<file path="config.mk">
export PLATFORM = sky130hd
export DESIGN_NAME = fspc_ctrl
export DESIGN_NICKNAME = d
export VERILOG_FILES = /design/src/fspc_pkg.sv /design/src/fspc_unlock.sv /design/src/fspc_latch_row.sv /design/src/fspc_ctrl.sv
export VERILOG_INCLUDE_DIRS = /design/src
export SDC_FILE = /design/constraint.sdc
export NUM_CORES = 1
export LEC_CHECK = 0
export ABC_AREA = 1
export BUFFER_PORTS_ARGS = -buffer_cell sky130_fd_sc_hd__buf_2
export CELL_PAD_IN_SITES_DETAIL_PLACEMENT = 2
export CELL_PAD_IN_SITES_GLOBAL_PLACEMENT = 2
export CORE_ASPECT_RATIO = 0.8
export CORE_UTILIZATION = 30
export CTS_CLUSTER_SIZE = 20
export DETAILED_ROUTE_END_ITERATION = 8
export PLACE_DENSITY_LB_ADDON = 0.12
export SLEW_MARGIN = 20
export SYNTH_ARGS = -nofsm -noshare
export SYNTH_HDL_FRONTEND = slang
export SYNTH_SLANG_ARGS = --single-unit
</file>
<file path="constraint.sdc">
create_clock -name clk -period 2.18 [get_ports clk]
set_input_delay 0.327 -clock clk [delete_from_list [all_inputs] [get_ports clk]]
set_output_delay 0.327 -clock clk [all_outputs]
set_load 0.03 [all_outputs]
</file>
<file path="src/fspc_defines.svh">
// Register map, field positions, reset values and keys of the flash control
`ifndef FSPC_DEFINES_SVH
`define FSPC_DEFINES_SVH

// ----------------------------------------------------------------------
// Register indices and APB byte addresses (index times four)
// ----------------------------------------------------------------------
`define FSPC_IDX_ADDR      14'h081a
`define FSPC_IDX_DATA      14'h081c
`define FSPC_IDX_CTRL      14'h081e
`define FSPC_IDX_KEY       14'h081f
`define FSPC_BA_ADDR       {`FSPC_IDX_ADDR, 2'b00}
`define FSPC_BA_DATA       {`FSPC_IDX_DATA, 2'b00}
`define FSPC_BA_CTRL       {`FSPC_IDX_CTRL, 2'b00}
`define FSPC_BA_KEY        {`FSPC_IDX_KEY, 2'b00}

// ----------------------------------------------------------------------
// Field widths and control bit positions
// ----------------------------------------------------------------------
`define FSPC_ADDR_W        15
`define FSPC_DATA_W        14
`define FSPC_KEY_W         8
`define FSPC_ROW_WORDS     32
`define FSPC_BIT_RD        0
`define FSPC_BIT_WR        1
`define FSPC_BIT_EN        2
`define FSPC_BIT_FAULT     3
`define FSPC_BIT_ERASE     4
`define FSPC_BIT_LATCH     5
`define FSPC_BIT_REGION    6

// ----------------------------------------------------------------------
// Reset values and constants
// ----------------------------------------------------------------------
`define FSPC_ADDR_RST      15'h0000
`define FSPC_KEY_RST       8'h00
`define FSPC_KEY_FIRST     8'h55
`define FSPC_KEY_SECOND    8'haa
`define FSPC_LATCH_ERASED  14'h3fff

`endif

</file>
<file path="src/fspc_pkg.sv">
// Types shared by the flash self-program control block
package fspc_pkg;

    typedef enum logic [1:0] {
        FSPC_OP_NONE,
        FSPC_OP_ERASE,
        FSPC_OP_PROGRAM
    } fspc_op_t;

    typedef enum logic [1:0] {
        FSPC_ST_IDLE,
        FSPC_ST_LOAD,
        FSPC_ST_FLASH
    } fspc_state_t;

    typedef enum logic [1:0] {
        FSPC_UL_LOCKED,
        FSPC_UL_HALF,
        FSPC_UL_ARMED
    } fspc_unlock_t;

    // Control register image, bit 6 down to bit 0
    typedef struct packed {
        logic region;
        logic latch_only;
        logic erase;
        logic fault;
        logic enable;
        logic start;
        logic rd;
    } fspc_ctrl_t;

endpackage

</file>
<file path="src/fspc_unlock.sv">
// Two-value unlock sequence tracker for the flash control block
`timescale 1ns/1ns
`default_nettype none
`include "fspc_defines.svh"

module fspc_unlock (
    input  wire logic                   clk,         // Core clock
    input  wire logic                   nrst,        // Async reset, low
    input  wire logic                   key_write,   // Unlock key written
    input  wire logic [`FSPC_KEY_W-1:0] key_value,   // Value written
    input  wire logic                   other_write, // Any other write
    input  wire logic                   start_try,   // Start bit written 1
    output logic                        armed,       // Start may be taken
    output logic                        broken       // Sequence cut, pulse
);

    fspc_pkg::fspc_unlock_t state;
    fspc_pkg::fspc_unlock_t next_state;
    logic                   next_broken;

    always_comb begin
        next_state  = state;
        next_broken = 1'b0;
        if (key_write) begin
            if (key_value == `FSPC_KEY_FIRST) begin
                next_broken = (state != fspc_pkg::FSPC_UL_LOCKED);
                next_state  = fspc_pkg::FSPC_UL_HALF;
            end else if (state == fspc_pkg::FSPC_UL_HALF &&
                         key_value == `FSPC_KEY_SECOND) begin
                next_state = fspc_pkg::FSPC_UL_ARMED;
            end else begin
                next_broken = (state != fspc_pkg::FSPC_UL_LOCKED);
                next_state  = fspc_pkg::FSPC_UL_LOCKED;
            end
        end else if (start_try) begin
            // The arming is spent by one start attempt
            next_broken = (state == fspc_pkg::FSPC_UL_HALF);
            next_state  = fspc_pkg::FSPC_UL_LOCKED;
        end else if (other_write) begin
            next_broken = (state != fspc_pkg::FSPC_UL_LOCKED);
            next_state  = fspc_pkg::FSPC_UL_LOCKED;
        end
    end

    always_ff @(posedge clk or negedge nrst) begin
        if (!nrst) begin
            state  <= fspc_pkg::FSPC_UL_LOCKED;
            broken <= 1'b0;
        end else begin
            state  <= next_state;
            broken <= next_broken;
        end
    end

    assign armed = (state == fspc_pkg::FSPC_UL_ARMED);

endmodule // fspc_unlock

`default_nettype wire

</file>
<file path="src/fspc_latch_row.sv">
// Row of write latches that collects one flash row before programming
`timescale 1ns/1ns
`default_nettype none
`include "fspc_defines.svh"

module fspc_latch_row #(
    parameter int WORDS = `FSPC_ROW_WORDS,
    parameter int W     = `FSPC_DATA_W
) (
    input  wire logic                     clk,       // Core clock
    input  wire logic                     nrst,      // Async reset, low
    input  wire logic                     load,      // Load one latch
    input  wire logic [$clog2(WORDS)-1:0] index,     // Latch selected
    input  wire logic [W-1:0]             din,       // Word to load
    input  wire logic                     clear_all, // Back to erased value
    output logic      [WORDS*W-1:0]       row        // Whole row to flash
);

    logic [W-1:0] word [WORDS];
    logic [W-1:0] next_word [WORDS];

    always_comb begin
        for (int i = 0; i < WORDS; i++) begin
            next_word[i] = word[i];
            if (clear_all) begin
                next_word[i] = `FSPC_LATCH_ERASED;
            end else if (load && index == i[$clog2(WORDS)-1:0]) begin
                next_word[i] = din;
            end
        end
    end

    always_ff @(posedge clk or negedge nrst) begin
        if (!nrst) begin
            for (int i = 0; i < WORDS; i++) begin
                word[i] <= `FSPC_LATCH_ERASED;
            end
        end else begin
            for (int i = 0; i < WORDS; i++) begin
                word[i] <= next_word[i];
            end
        end
    end

    always_comb begin
        for (int i = 0; i < WORDS; i++) begin
            row[i*W +: W] = word[i];
        end
    end

endmodule // fspc_latch_row

`default_nettype wire

</file>
<file path="src/fspc_ctrl.sv">
// Flash self-program control block: APB registers, unlock, op sequencing
//
// Notes on behaviour
// - 15-bit address register, resets to zero
// - Address bit 15 reads zero, never defined
// - Data register kept across warm resets
// - Region bit picks info area or main flash
// - Latch-only loads latch; ignored when erasing
// - Erase bit erases whole 32-word row
// - Fault on warm reset during a flash op, broken unlock, protection
// - Fault cleared by software or by reset; settable
// - Program enable low blocks program and erase
// - Start accepted only after 0x55 then 0xAA
// - Start self-clears when operation completes
// - Writing zero to busy start ignored
// - Read start fetches word, then self-clears
// - Fault readback unreliable while busy
// - Unlock key: 8-bit write-only, resets zero
// - Protected erase: start cleared, fault set
// - Latch load ignores protection, no flash access
// - Program writes row, latches reset to 0x3FFF
// - Invalid info-region read returns zeros
//
// The implementer's own choice: the APB interface to the registers.
`timescale 1ns/1ns
`default_nettype none
`include "fspc_defines.svh"

module fspc_ctrl (
    input  wire logic                     clk,          // Core clock
    input  wire logic                     nrst,         // Async reset, low
    input  wire logic                     cold_start,   // Power-on reset seen
    input  wire logic                     psel,         // APB select
    input  wire logic                     penable,      // APB enable
    input  wire logic                     pwrite,       // APB direction
    input  wire logic [15:0]              paddr,        // APB byte address
    input  wire logic [31:0]              pwdata,       // APB write data
    output logic      [31:0]              prdata,       // APB read data
    output logic                          pready,       // APB ready
    output logic                          pslverr,      // APB error
    output logic      [`FSPC_ADDR_W-1:0]  flash_addr,   // Flash word address
    output logic                          flash_region, // Info region select
    output logic                          flash_start,  // Op start pulse
    output fspc_pkg::fspc_op_t            flash_op,     // Op kind
    output logic [`FSPC_ROW_WORDS*`FSPC_DATA_W-1:0] flash_row, // Latched row
    input  wire logic                     flash_done,   // Self-timed op over
    input  wire logic                     flash_wp,     // Address protected
    input  wire logic [`FSPC_DATA_W-1:0]  flash_rdata,  // Read word
    input  wire logic                     flash_rd_ok   // Read address valid
);

    // ------------------------------------------------------------------
    // State
    // ------------------------------------------------------------------
    logic [`FSPC_ADDR_W-1:0]  addr;
    logic [`FSPC_ADDR_W-1:0]  next_addr;
    logic [`FSPC_DATA_W-1:0]  data;
    logic [`FSPC_DATA_W-1:0]  next_data;
    fspc_pkg::fspc_ctrl_t     ctrl;
    fspc_pkg::fspc_ctrl_t     next_ctrl;
    fspc_pkg::fspc_state_t    state;
    fspc_pkg::fspc_state_t    next_state;
    fspc_pkg::fspc_op_t       next_flash_op;
    logic                     next_flash_start;
    logic [31:0]              next_prdata;
    logic                     next_pslverr;
    logic                     running;
    logic                     op_live;
    logic                     next_op_live;

    // ------------------------------------------------------------------
    // APB decode
    // ------------------------------------------------------------------
    logic hit_addr;
    logic hit_data;
    logic hit_ctrl;
    logic hit_key;
    logic mapped;
    logic setup;
    logic wr_acc;
    logic wr_addr;
    logic wr_data;
    logic wr_ctrl;
    logic wr_key;
    logic busy;

    assign hit_addr = (paddr == `FSPC_BA_ADDR);
    assign hit_data = (paddr == `FSPC_BA_DATA);
    assign hit_ctrl = (paddr == `FSPC_BA_CTRL);
    assign hit_key  = (paddr == `FSPC_BA_KEY);
    assign mapped   = hit_addr | hit_data | hit_ctrl | hit_key;
    assign setup    = psel & ~penable;
    assign wr_acc   = psel & penable & pwrite & mapped;
    assign wr_addr  = wr_acc & hit_addr;
    assign wr_data  = wr_acc & hit_data;
    assign wr_ctrl  = wr_acc & hit_ctrl;
    assign wr_key   = wr_acc & hit_key;
    assign busy     = (state != fspc_pkg::FSPC_ST_IDLE);

    // Zero wait states; read data was captured in the setup cycle
    assign pready = psel & penable;

    // ------------------------------------------------------------------
    // Unlock sequence and write latches
    // ------------------------------------------------------------------
    logic start_try;
    logic armed;
    logic unlock_broken;
    logic latch_load;
    logic latch_clear;

    assign start_try = wr_ctrl & pwdata[`FSPC_BIT_WR];

    // Key value is consumed here only; nothing stores it for readback
    fspc_unlock u_unlock (
        .clk         (clk),
        .nrst        (nrst),
        .key_write   (wr_key),
        .key_value   (pwdata[`FSPC_KEY_W-1:0]),
        .other_write (wr_acc & ~wr_key & ~start_try),
        .start_try   (start_try),
        .armed       (armed),
        .broken      (unlock_broken)
    );

    fspc_latch_row #(
        .WORDS (`FSPC_ROW_WORDS),
        .W     (`FSPC_DATA_W)
    ) u_latch (
        .clk       (clk),
        .nrst      (nrst),
        .load      (latch_load),
        .index     (addr[$clog2(`FSPC_ROW_WORDS)-1:0]),
        .din       (data),
        .clear_all (latch_clear),
        .row       (flash_row)
    );

    // ------------------------------------------------------------------
    // Operation sequencing
    // ------------------------------------------------------------------
    logic reset_fault;
    logic wp_fault;

    // A flash op still live at the last reset leaves a fault behind
    assign reset_fault = ~running & op_live & ~cold_start;

    always_comb begin
        next_state       = state;
        next_ctrl        = ctrl;
        next_addr        = addr;
        next_data        = data;
        next_flash_op    = flash_op;
        next_flash_start = 1'b0;
        latch_load       = 1'b0;
        latch_clear      = 1'b0;
        wp_fault         = 1'b0;

        // Config is frozen while an op runs to keep its target stable
        if (wr_addr && !busy) begin
            next_addr = pwdata[`FSPC_ADDR_W-1:0];
        end
        if (wr_data && !busy) begin
            next_data = pwdata[`FSPC_DATA_W-1:0];
        end
        if (wr_ctrl) begin
            next_ctrl.fault = pwdata[`FSPC_BIT_FAULT];
            next_ctrl.enable = pwdata[`FSPC_BIT_EN];
            if (!busy) begin
                next_ctrl.region     = pwdata[`FSPC_BIT_REGION];
                next_ctrl.latch_only = pwdata[`FSPC_BIT_LATCH];
                if (pwdata[`FSPC_BIT_ERASE]) begin
                    next_ctrl.erase = 1'b1;
                end
                if (pwdata[`FSPC_BIT_RD]) begin
                    next_ctrl.rd = 1'b1;
                end
            end
        end

        // Read completes in the cycle after it is requested
        if (ctrl.rd) begin
            next_ctrl.rd = 1'b0;
            next_data = flash_rd_ok ? flash_rdata : '0;
        end

        unique case (state)
            fspc_pkg::FSPC_ST_IDLE: begin
                if (start_try && armed && ctrl.enable) begin
                    if (ctrl.erase) begin
                        if (flash_wp) begin
                            wp_fault = 1'b1;
                        end else begin
                            next_ctrl.start  = 1'b1;
                            next_flash_op    = fspc_pkg::FSPC_OP_ERASE;
                            next_flash_start = 1'b1;
                            next_state       = fspc_pkg::FSPC_ST_FLASH;
                        end
                    end else if (ctrl.latch_only) begin
                        next_ctrl.start = 1'b1;
                        latch_load      = 1'b1;
                        next_state      = fspc_pkg::FSPC_ST_LOAD;
                    end else if (flash_wp) begin
                        wp_fault = 1'b1;
                    end else begin
                        next_ctrl.start  = 1'b1;
                        next_flash_op    = fspc_pkg::FSPC_OP_PROGRAM;
                        next_flash_start = 1'b1;
                        next_state       = fspc_pkg::FSPC_ST_FLASH;
                    end
                end
            end
            fspc_pkg::FSPC_ST_LOAD: begin
                next_ctrl.start = 1'b0;
                next_state      = fspc_pkg::FSPC_ST_IDLE;
            end
            fspc_pkg::FSPC_ST_FLASH: begin
                // Software cannot drop start here; only completion does
                next_ctrl.start = 1'b1;
                if (flash_done) begin
                    next_ctrl.start = 1'b0;
                    next_ctrl.erase = 1'b0;
                    latch_clear = (flash_op == fspc_pkg::FSPC_OP_PROGRAM);
                    next_flash_op = fspc_pkg::FSPC_OP_NONE;
                    next_state    = fspc_pkg::FSPC_ST_IDLE;
                end
            end
        endcase

        // Hardware sets win over a software clear in the same cycle
        if (wp_fault || unlock_broken || reset_fault) begin
            next_ctrl.fault = 1'b1;
        end
    end

    // Tracks a live flash op through resets; cleared by cold_start, else updated only while running
    always_comb begin
        next_op_live = op_live;
        if (cold_start) begin
            next_op_live = 1'b0;
        end else if (running) begin
            next_op_live = (state == fspc_pkg::FSPC_ST_FLASH);
        end
    end

    // ------------------------------------------------------------------
    // APB read capture
    // ------------------------------------------------------------------
    always_comb begin
        next_prdata  = prdata;
        next_pslverr = pslverr;
        if (setup) begin
            next_pslverr = ~mapped;
            next_prdata  = '0;
            if (!pwrite) begin
                if (hit_addr) begin
                    next_prdata[`FSPC_ADDR_W-1:0] = addr;
                end else if (hit_data) begin
                    next_prdata[`FSPC_DATA_W-1:0] = data;
                end else if (hit_ctrl) begin
                    next_prdata[6:0] = ctrl;
                end
            end
        end
    end

    // ------------------------------------------------------------------
    // Registers
    // ------------------------------------------------------------------
    always_ff @(posedge clk or negedge nrst) begin
        if (!nrst) begin
            addr        <= `FSPC_ADDR_RST;
            ctrl        <= '0;
            state       <= fspc_pkg::FSPC_ST_IDLE;
            flash_op    <= fspc_pkg::FSPC_OP_NONE;
            flash_start <= 1'b0;
            prdata      <= '0;
            pslverr     <= 1'b0;
            running     <= 1'b0;
        end else begin
            addr        <= next_addr;
            ctrl        <= next_ctrl;
            state       <= next_state;
            flash_op    <= next_flash_op;
            flash_start <= next_flash_start;
            prdata      <= next_prdata;
            pslverr     <= next_pslverr;
            running     <= 1'b1;
        end
    end

    // No reset: data survives warm resets, undefined after power-on
    always_ff @(posedge clk) begin
        data    <= next_data;
        op_live <= next_op_live;
    end

    assign flash_addr   = addr;
    assign flash_region = ctrl.region;

endmodule // fspc_ctrl

`default_nettype wire

</file>
==> results of run 1 <==
[worst max-delay path, delay by kind of cell, from the launching register on]
family                 cells  cell delay, ns
buffers and inverters      1            0.26
DFF                        1            0.59
and+or+nand+nor            5            1.12
[sequential cells by signal, indices dropped and copies added (netlist names), 2 cells and up]
signal          cells
flash_addr         15
prdata             15
ctrl                6
state               2
u_unlock.state      2
data               14
flash_op            2
u_latch.row       448
[metal layers]
layer | track usage | share of wire | up-vias
met5 | 0 | 0 | -
met4 | 0.0742 | 0.029 | 0
met3 | 0.0390 | 0.040 | 148
met2 | 0.428 | 0.49 | 431
met1 | 0.324 | 0.44 | 10744
li1 | - | - | 9165
[layout make-up]
| cell class | instances | area share |
|---|---|---|
| Tap cell | 1012 | 0.0430 |
| Multi-Input combinational cell | 1749 | 0.279 |
| Clock buffer | 84 | 0.0539 |
| Clock inverter | 14 | 0.00531 |
| Inverter | 56 | 0.00714 |
| Sequential cell | 510 | 0.455 |
| Timing Repair Buffer | 691 | 0.156 |
[logic make-up (layout without fill, tap and decap cells)]
kind of cell	after synthesis	in the layout
DFF	510	510
and+or+nand+nor	1676	1676
other	2	18
AOI/OAI and AO/OA	53	53
adders and majority gates	2	2
buffers and inverters	261	845
[power by group through the flow]
stage / clock [mW] / combinational (mW) / sequential [mW]
floorplan: 0 / 0.519 / 9.77
global placement: 0 / 0.971 / 9.75
detailed placement: 0 / 1.01 / 9.75
CTS: 9.70 / 1.03 / 9.61
global route: 10.0 / 1.16 / 9.61
finish: 9.45 / 1.08 / 9.61
[cell usage in the layout, fill, tap and decap left out, drive strengths merged]
cell,synthesis,layout
nand2,1065,1065
buf,155,676
nand3,477,477
dfstp,448,448
clkbuf,50,85
inv,54,58
nor2,55,55
nand4,54,54
dfrtp,47,47
o21ai,37,37
nor3,19,19
conb,2,18
edfxtp,14,14
dlygate4sd3,0,14
clkinv,2,9
o211ai,8,8
nor4,4,4
a21oi,3,3
bufinv,0,3
a211oi,2,2
ha,2,2
o221ai,1,1
o22ai,1,1
a32o,1,1
or3b,1,1
and3,1,1
dfxtp,1,1
[repair_timing]
action,4_1_cts,5_1_grt
buffers inserted,0,1
resized for setup,0,3
hold buffers,14,0
endpoints found under the hold margin,21,0
setup endpoints to repair,0,40
[worst paths after layout]
check | startpoint | end | cells past startpoint | slack, ns
worst max register to register | flash_addr[1] | u_latch.row[389] | 6 | 0.13
worst max-delay path | flash_addr[1] | u_latch.row[389] | 6 | 0.13
max in group asynchronous | nrst | u_latch.row[212] | 3 | 1.03
worst min register to register | u_latch.row[446] | u_latch.row[446] | 2 | 0.48
min in group asynchronous | nrst | prdata[6] | 2 | 0.29
worst min-delay path | penable | pslverr | 4 | 0.04
[metrics by stage]
stage / util / total power [mW] / TNS, ns / std cells / hold slack [ns]
finish: 0.390 / 20.1 / 0 / 4116 / 0.0425
global route: 0.390 / 20.8 / 0 / 4116 / 0.0160
CTS: 0.389 / 20.3 / 0 / 4114 / 0.00247
detailed placement: 0.364 / 10.8 / -2.25 / 4002 / 0.357
global placement: 0.364 / 10.7 / -0.0101 / 4002 / 0.358
floorplan: - / 10.3 / 0 / 2520 / 0.0314
==> flow_metrics.env, run 1 <==
export IMPL_status="finished, final reports clean"
export IMPL_worst_path_most_repeated_cell="nand2_1"
export IMPL_maxCapViolCount=0
export IMPL_cts_buffers=56
export IMPL_period_share=0.942
export IMPL_synthCells=2504
export IMPL_power_frac_clock=0.469
export IMPL_p_per_area_nw_per_um2=684
export IMPL_overflow=0
export IMPL_dieHeight_um=249
export IMPL_synth_edf_count=14
export IMPL_drive_gt1_frac=0.415
export IMPL_ys_warn_count=0
export IMPL_worst_path_largest_cell_delay_ns=0.59
export IMPL_worstSkewPairLatency_ns=0.62
export IMPL_n_fill_cell=8393
export IMPL_core_um2=75400
export IMPL_ys_flop_type="dfstp_2"
export IMPL_worst_slack_ns=0.127
export IMPL_area_growth_syn_to_layout_pct=28.6
export IMPL_synth_top_area_share=0.514
export IMPL_cts_sinks=510
export IMPL_h_tree_depth=2
export IMPL_wirelength_um=98200
export IMPL_p_sw_frac=0.245
export IMPL_relSlewSlack=0.543
export IMPL_grt_pass1_wl_um=148000
export IMPL_worst_slew_pin_slew_ns=0.686
export IMPL_cts_tree="built"
export IMPL_fp_row_count=90
export IMPL_hold_class="input pin to flop"
export IMPL_ys_top_cells_by_area="dfstp_2 51%, nand2_1 17%, nand3_1 10%"
export IMPL_grt_pass1_vias=22579
export IMPL_path_class="flop to flop"
export IMPL_cp_required_ns=2.73
export IMPL_dpl_cell_area_um2=27500
export IMPL_synthXorXnorAreaFrac=0
export IMPL_dr_pass1_iters=5
export IMPL_gp_congestion=0.826
export IMPL_avgRoutedWirePerCell_um=23.9
export IMPL_synthMuxAreaShare=0
export IMPL_setup_viol=0
export IMPL_hold_viol=0
export IMPL_power_switching_mw=4.94
export IMPL_combPwrFrac=0.054
export IMPL_multi_input_area_um2=8230
export IMPL_pwr_share_seq=0.477
export IMPL_synth_top_family_by_area="simple AND/OR/NAND/NOR gates"
export IMPL_async_flop_share=0.971
export IMPL_path_clk_slew_ns=0.07
export IMPL_grt_max_degree=61
export IMPL_synth_seq_cells=510
export IMPL_endpoint_kind="flop"
export IMPL_ant_nets=0
export IMPL_post_route_drc_count=0
export IMPL_ir_drop_v=0.000585
export IMPL_yosys_cell_types_count=37
export IMPL_synth_commonest_cells="1,038 x nand2_1, 476 x nand3_1, 448 x dfstp_2, 62 x buf_2, 54 x inv_1"
export IMPL_place_detailed_hpwl_um=68300
export IMPL_synth_most_common_cell="nand2_1"
export IMPL_io_buffers=537
export IMPL_fmax_mhz=487
export IMPL_synthAdderAreaFrac=0.00109
export IMPL_ioPinCount=572
export IMPL_syn_avg_cell_area_um2=9.15
export IMPL_p_int_mw=15.2
export IMPL_diodes=0
export IMPL_seqCellArea_um2=13400
export IMPL_fin_nets=3137
export IMPL_drt_iter0_markers=988
export IMPL_via_count=20488
export IMPL_synth_top_area_cell="dfstp_2"
export IMPL_yosysSeqAreaShare=0.584
export IMPL_antenna_found_initial=2
export IMPL_arrival_ns=2.60
export IMPL_critPathMaxFanout=11
export IMPL_fin_crit_ns=2.05
export IMPL_post_place_ws_ns=-0.119
export IMPL_cp_slowest_cell="dfrtp_1"
export IMPL_die_w_um=311
export IMPL_cts_root_buf="clkbuf_16"
export IMPL_p_leak_nw=15.2
export IMPL_skew_ns=0.0263
export IMPL_cts_buffer_depth=3
export IMPL_synthSimpleGateAreaFrac=0.339
export IMPL_fin_area_um2=29400
export IMPL_die_area_um2=77500
export IMPL_synthesis_area_um2=22900
export IMPL_grt_total_usage=0.250
export IMPL_rsz0062_at_grt="no"
export IMPL_cp_start_kind="flop"
export IMPL_crit_chain="nand2_1, nor3_1, nand4_4, buf_4, nand3_1, nand2_1"
export IMPL_synth_compound_area_frac=0.0131
export IMPL_drv_slew=0
export IMPL_detail_route_vias_per_cell=4.98
export IMPL_initial_core_util=0.304
Note: power is estimated with default switching activity, not from simulation.
==> inputs of run 2 (changes only) <==
--- a/config.mk
+++ b/config.mk
@@ -14,6 +14,7 @@
 export CORE_UTILIZATION = 30
 export CTS_CLUSTER_SIZE = 20
 export DETAILED_ROUTE_END_ITERATION = 8
+export GPL_TIMING_DRIVEN = 0
 export PLACE_DENSITY_LB_ADDON = 0.12
 export SLEW_MARGIN = 20
 export SYNTH_ARGS = -nofsm -noshare
==> flow_metrics.env, run 2 (same netlist as run 1, synthesis figures left out) <==
export IMPL_p_leak_nw=15.4
export IMPL_wirelength_um=102000
export IMPL_worstSkewPairLatency_ns=0.63
export IMPL_grt_max_degree=101
export IMPL_cts_tree="built"
export IMPL_path_clk_slew_ns=0.07
export IMPL_place_detailed_hpwl_um=73300
export IMPL_core_um2=75400
export IMPL_regToRegEndpoint="u_latch.row[313]"
export IMPL_cp_required_ns=2.73
export IMPL_period_share=0.941
export IMPL_largest_register_ffs=448
export IMPL_cts_root_buf="clkbuf_16"
export IMPL_ioPinCount=572
export IMPL_cts_buffer_depth=3
export IMPL_hold_class="input pin to flop"
export IMPL_stdcell_count=4199
export IMPL_avgRoutedWirePerCell_um=24.2
export IMPL_cp_start_kind="flop"
export IMPL_total_power_mw=20.9
export IMPL_fin_crit_ns=2.05
export IMPL_fin_nets=3215
export IMPL_critPathTopFamily="buffers and inverters"
export IMPL_status="finished, final reports clean"
export IMPL_skew_ns=0.0171
export IMPL_antenna_found_initial=1
export IMPL_reg2regPathDepth=10
export IMPL_path_class="flop to flop"
export IMPL_ir_drop_v=0.000453
export IMPL_critPathMaxFanout=10
export IMPL_overflow=0
export IMPL_n_fill_cell=8370
export IMPL_die_w_um=311
export IMPL_hold_viol=0
export IMPL_detail_route_vias_per_cell=4.95
export IMPL_relSlewSlack=0.575
export IMPL_die_area_um2=77500
export IMPL_worst_slew_pin_slew_ns=0.638
export IMPL_worst_path_most_repeated_cell="clkbuf_4"
export IMPL_ant_nets=0
export IMPL_grt_total_usage=0.259
export IMPL_gp_congestion=0.835
export IMPL_drv_slew=0
export IMPL_initial_core_util=0.304
export IMPL_cp_slowest_cell="dfrtp_1"
export IMPL_p_per_area_nw_per_um2=696
export IMPL_placed_cells=4074
export IMPL_fp_row_count=90
export IMPL_area_growth_syn_to_layout_pct=30.9
export IMPL_worst_slack_ns=0.129
export IMPL_post_route_drc_count=0
export IMPL_hp_start="pwdata[10]"
export IMPL_dr_pass1_iters=5
export IMPL_worst_path_buf_inv=6
export IMPL_io_buffers=537
export IMPL_cp_num_cells=10
export IMPL_layout_commonest_cell="nand2_1"
export IMPL_setup_viol=0
export IMPL_endpoint_kind="flop"
export IMPL_h_tree_depth=2
export IMPL_diodes=0
export IMPL_crit_chain="inv_1, ha_1, clkbuf_4, nand4_1, buf_12, buf_6, clkbuf_8, clkbuf_4, nand3_1, nand2_1"
export IMPL_worst_path_largest_cell_delay_ns=0.39
export IMPL_grt_pass1_vias=23028
export IMPL_grt_pass1_wl_um=152000
export IMPL_drt_iter0_markers=1048
export IMPL_cts_buffers=57
export IMPL_hold_depth=3
export IMPL_dieHeight_um=249
export IMPL_arrival_ns=2.60
export IMPL_rsz0062_at_grt="yes"
export IMPL_maxCapViolCount=0
export IMPL_drive_gt1_frac=0.436
export IMPL_cts_sinks=510
export IMPL_final_cell_mix="1,016 x nand2_1, 572 x buf_2, 476 x nand3_1"
export IMPL_fmax_mhz=488
export IMPL_hold_end="flash_addr[10]"
export IMPL_post_place_ws_ns=-1.35
export IMPL_via_count=20767
export IMPL_r2r_start="state[0]"
export IMPL_tns_ns=0
export IMPL_reg2reg_setup_slack_ns=0.13
-- run 2: report_power, final --
group	switching (mW)	internal, mW
logic	0.843	0.355
clock network	4.16	5.89
registers	0.0252	9.58
-- run 2: worst reg2reg max path: stages, from the launching register on --
cell and delay, ns:
dfrtp_1 0.39, inv_1 0.08, ha_1 0.19, clkbuf_4 0.18, nand4_1 0.13, buf_12 0.14
buf_6 0.19, clkbuf_8 0.22, clkbuf_4 0.25, nand3_1 0.12, nand2_1 0.10
-- run 2: area by class of cell --
| type | instances | area, um^2 | share of cell area |
|---|---|---|---|
| multi-input cells | 1750 | 8380 | 0.279 |
| inverters | 56 | 210 | 0.00701 |
| plain buffers | 205 | 1750 | 0.0584 |
| clock buffers | 89 | 1770 | 0.0590 |
| clock inverters | 15 | 165 | 0.00551 |
| well taps | 1012 | 1270 | 0.0422 |
| repair buffers | 562 | 3050 | 0.102 |
| flip-flops and latches | 510 | 13400 | 0.447 |
-- run 2: through the flow --
stage | instance area (um^2) | hold WS (ns) | util
global route | 30000 | 0.0328 | 0.397
floorplan | 23000 | 0.0314 | -
global placement | 26900 | 0.460 | 0.357
CTS | 29600 | 0.00279 | 0.392
detailed placement | 27100 | 0.357 | 0.359
finish | 30000 | 0.0248 | 0.397
-- run 2: worst max-delay path by stage --
stage	from	end	slack, ns
after detailed placement	state[0]	u_latch.row[159]	-1.35
after global routing	paddr[11]	data[7]	-0.04
final	state[0]	u_latch.row[313]	0.13
after floorplan	paddr[11]	data[0]	0.1
after global placement	nrst	state[0]	-9.49
after CTS	state[0]	u_latch.row[235]	-0.12
-- run 2: what timing repair did --
action | in CTS | in global routing
hold endpoints to repair | 42 | 0
setup endpoints to repair | 475 | 432
hold buffers | 14 | 0
cloned | 0 | 1
buffers inserted | 4 | 2
gates resized for setup | 162 | 140
pin swaps | 2 | 3
-- run 2: metal layers --
layer / share of wire / routed length [um] / global-route usage / vias up
met5: 0 / 0 / 0 / -
met4: 0.027 / 2750 / 0.0725 / 0
met3: 0.044 / 4460 / 0.0451 / 143
met2: 0.50 / 50400 / 0.444 / 428
met1: 0.43 / 44100 / 0.336 / 10850
li1: - / - / - / 9346
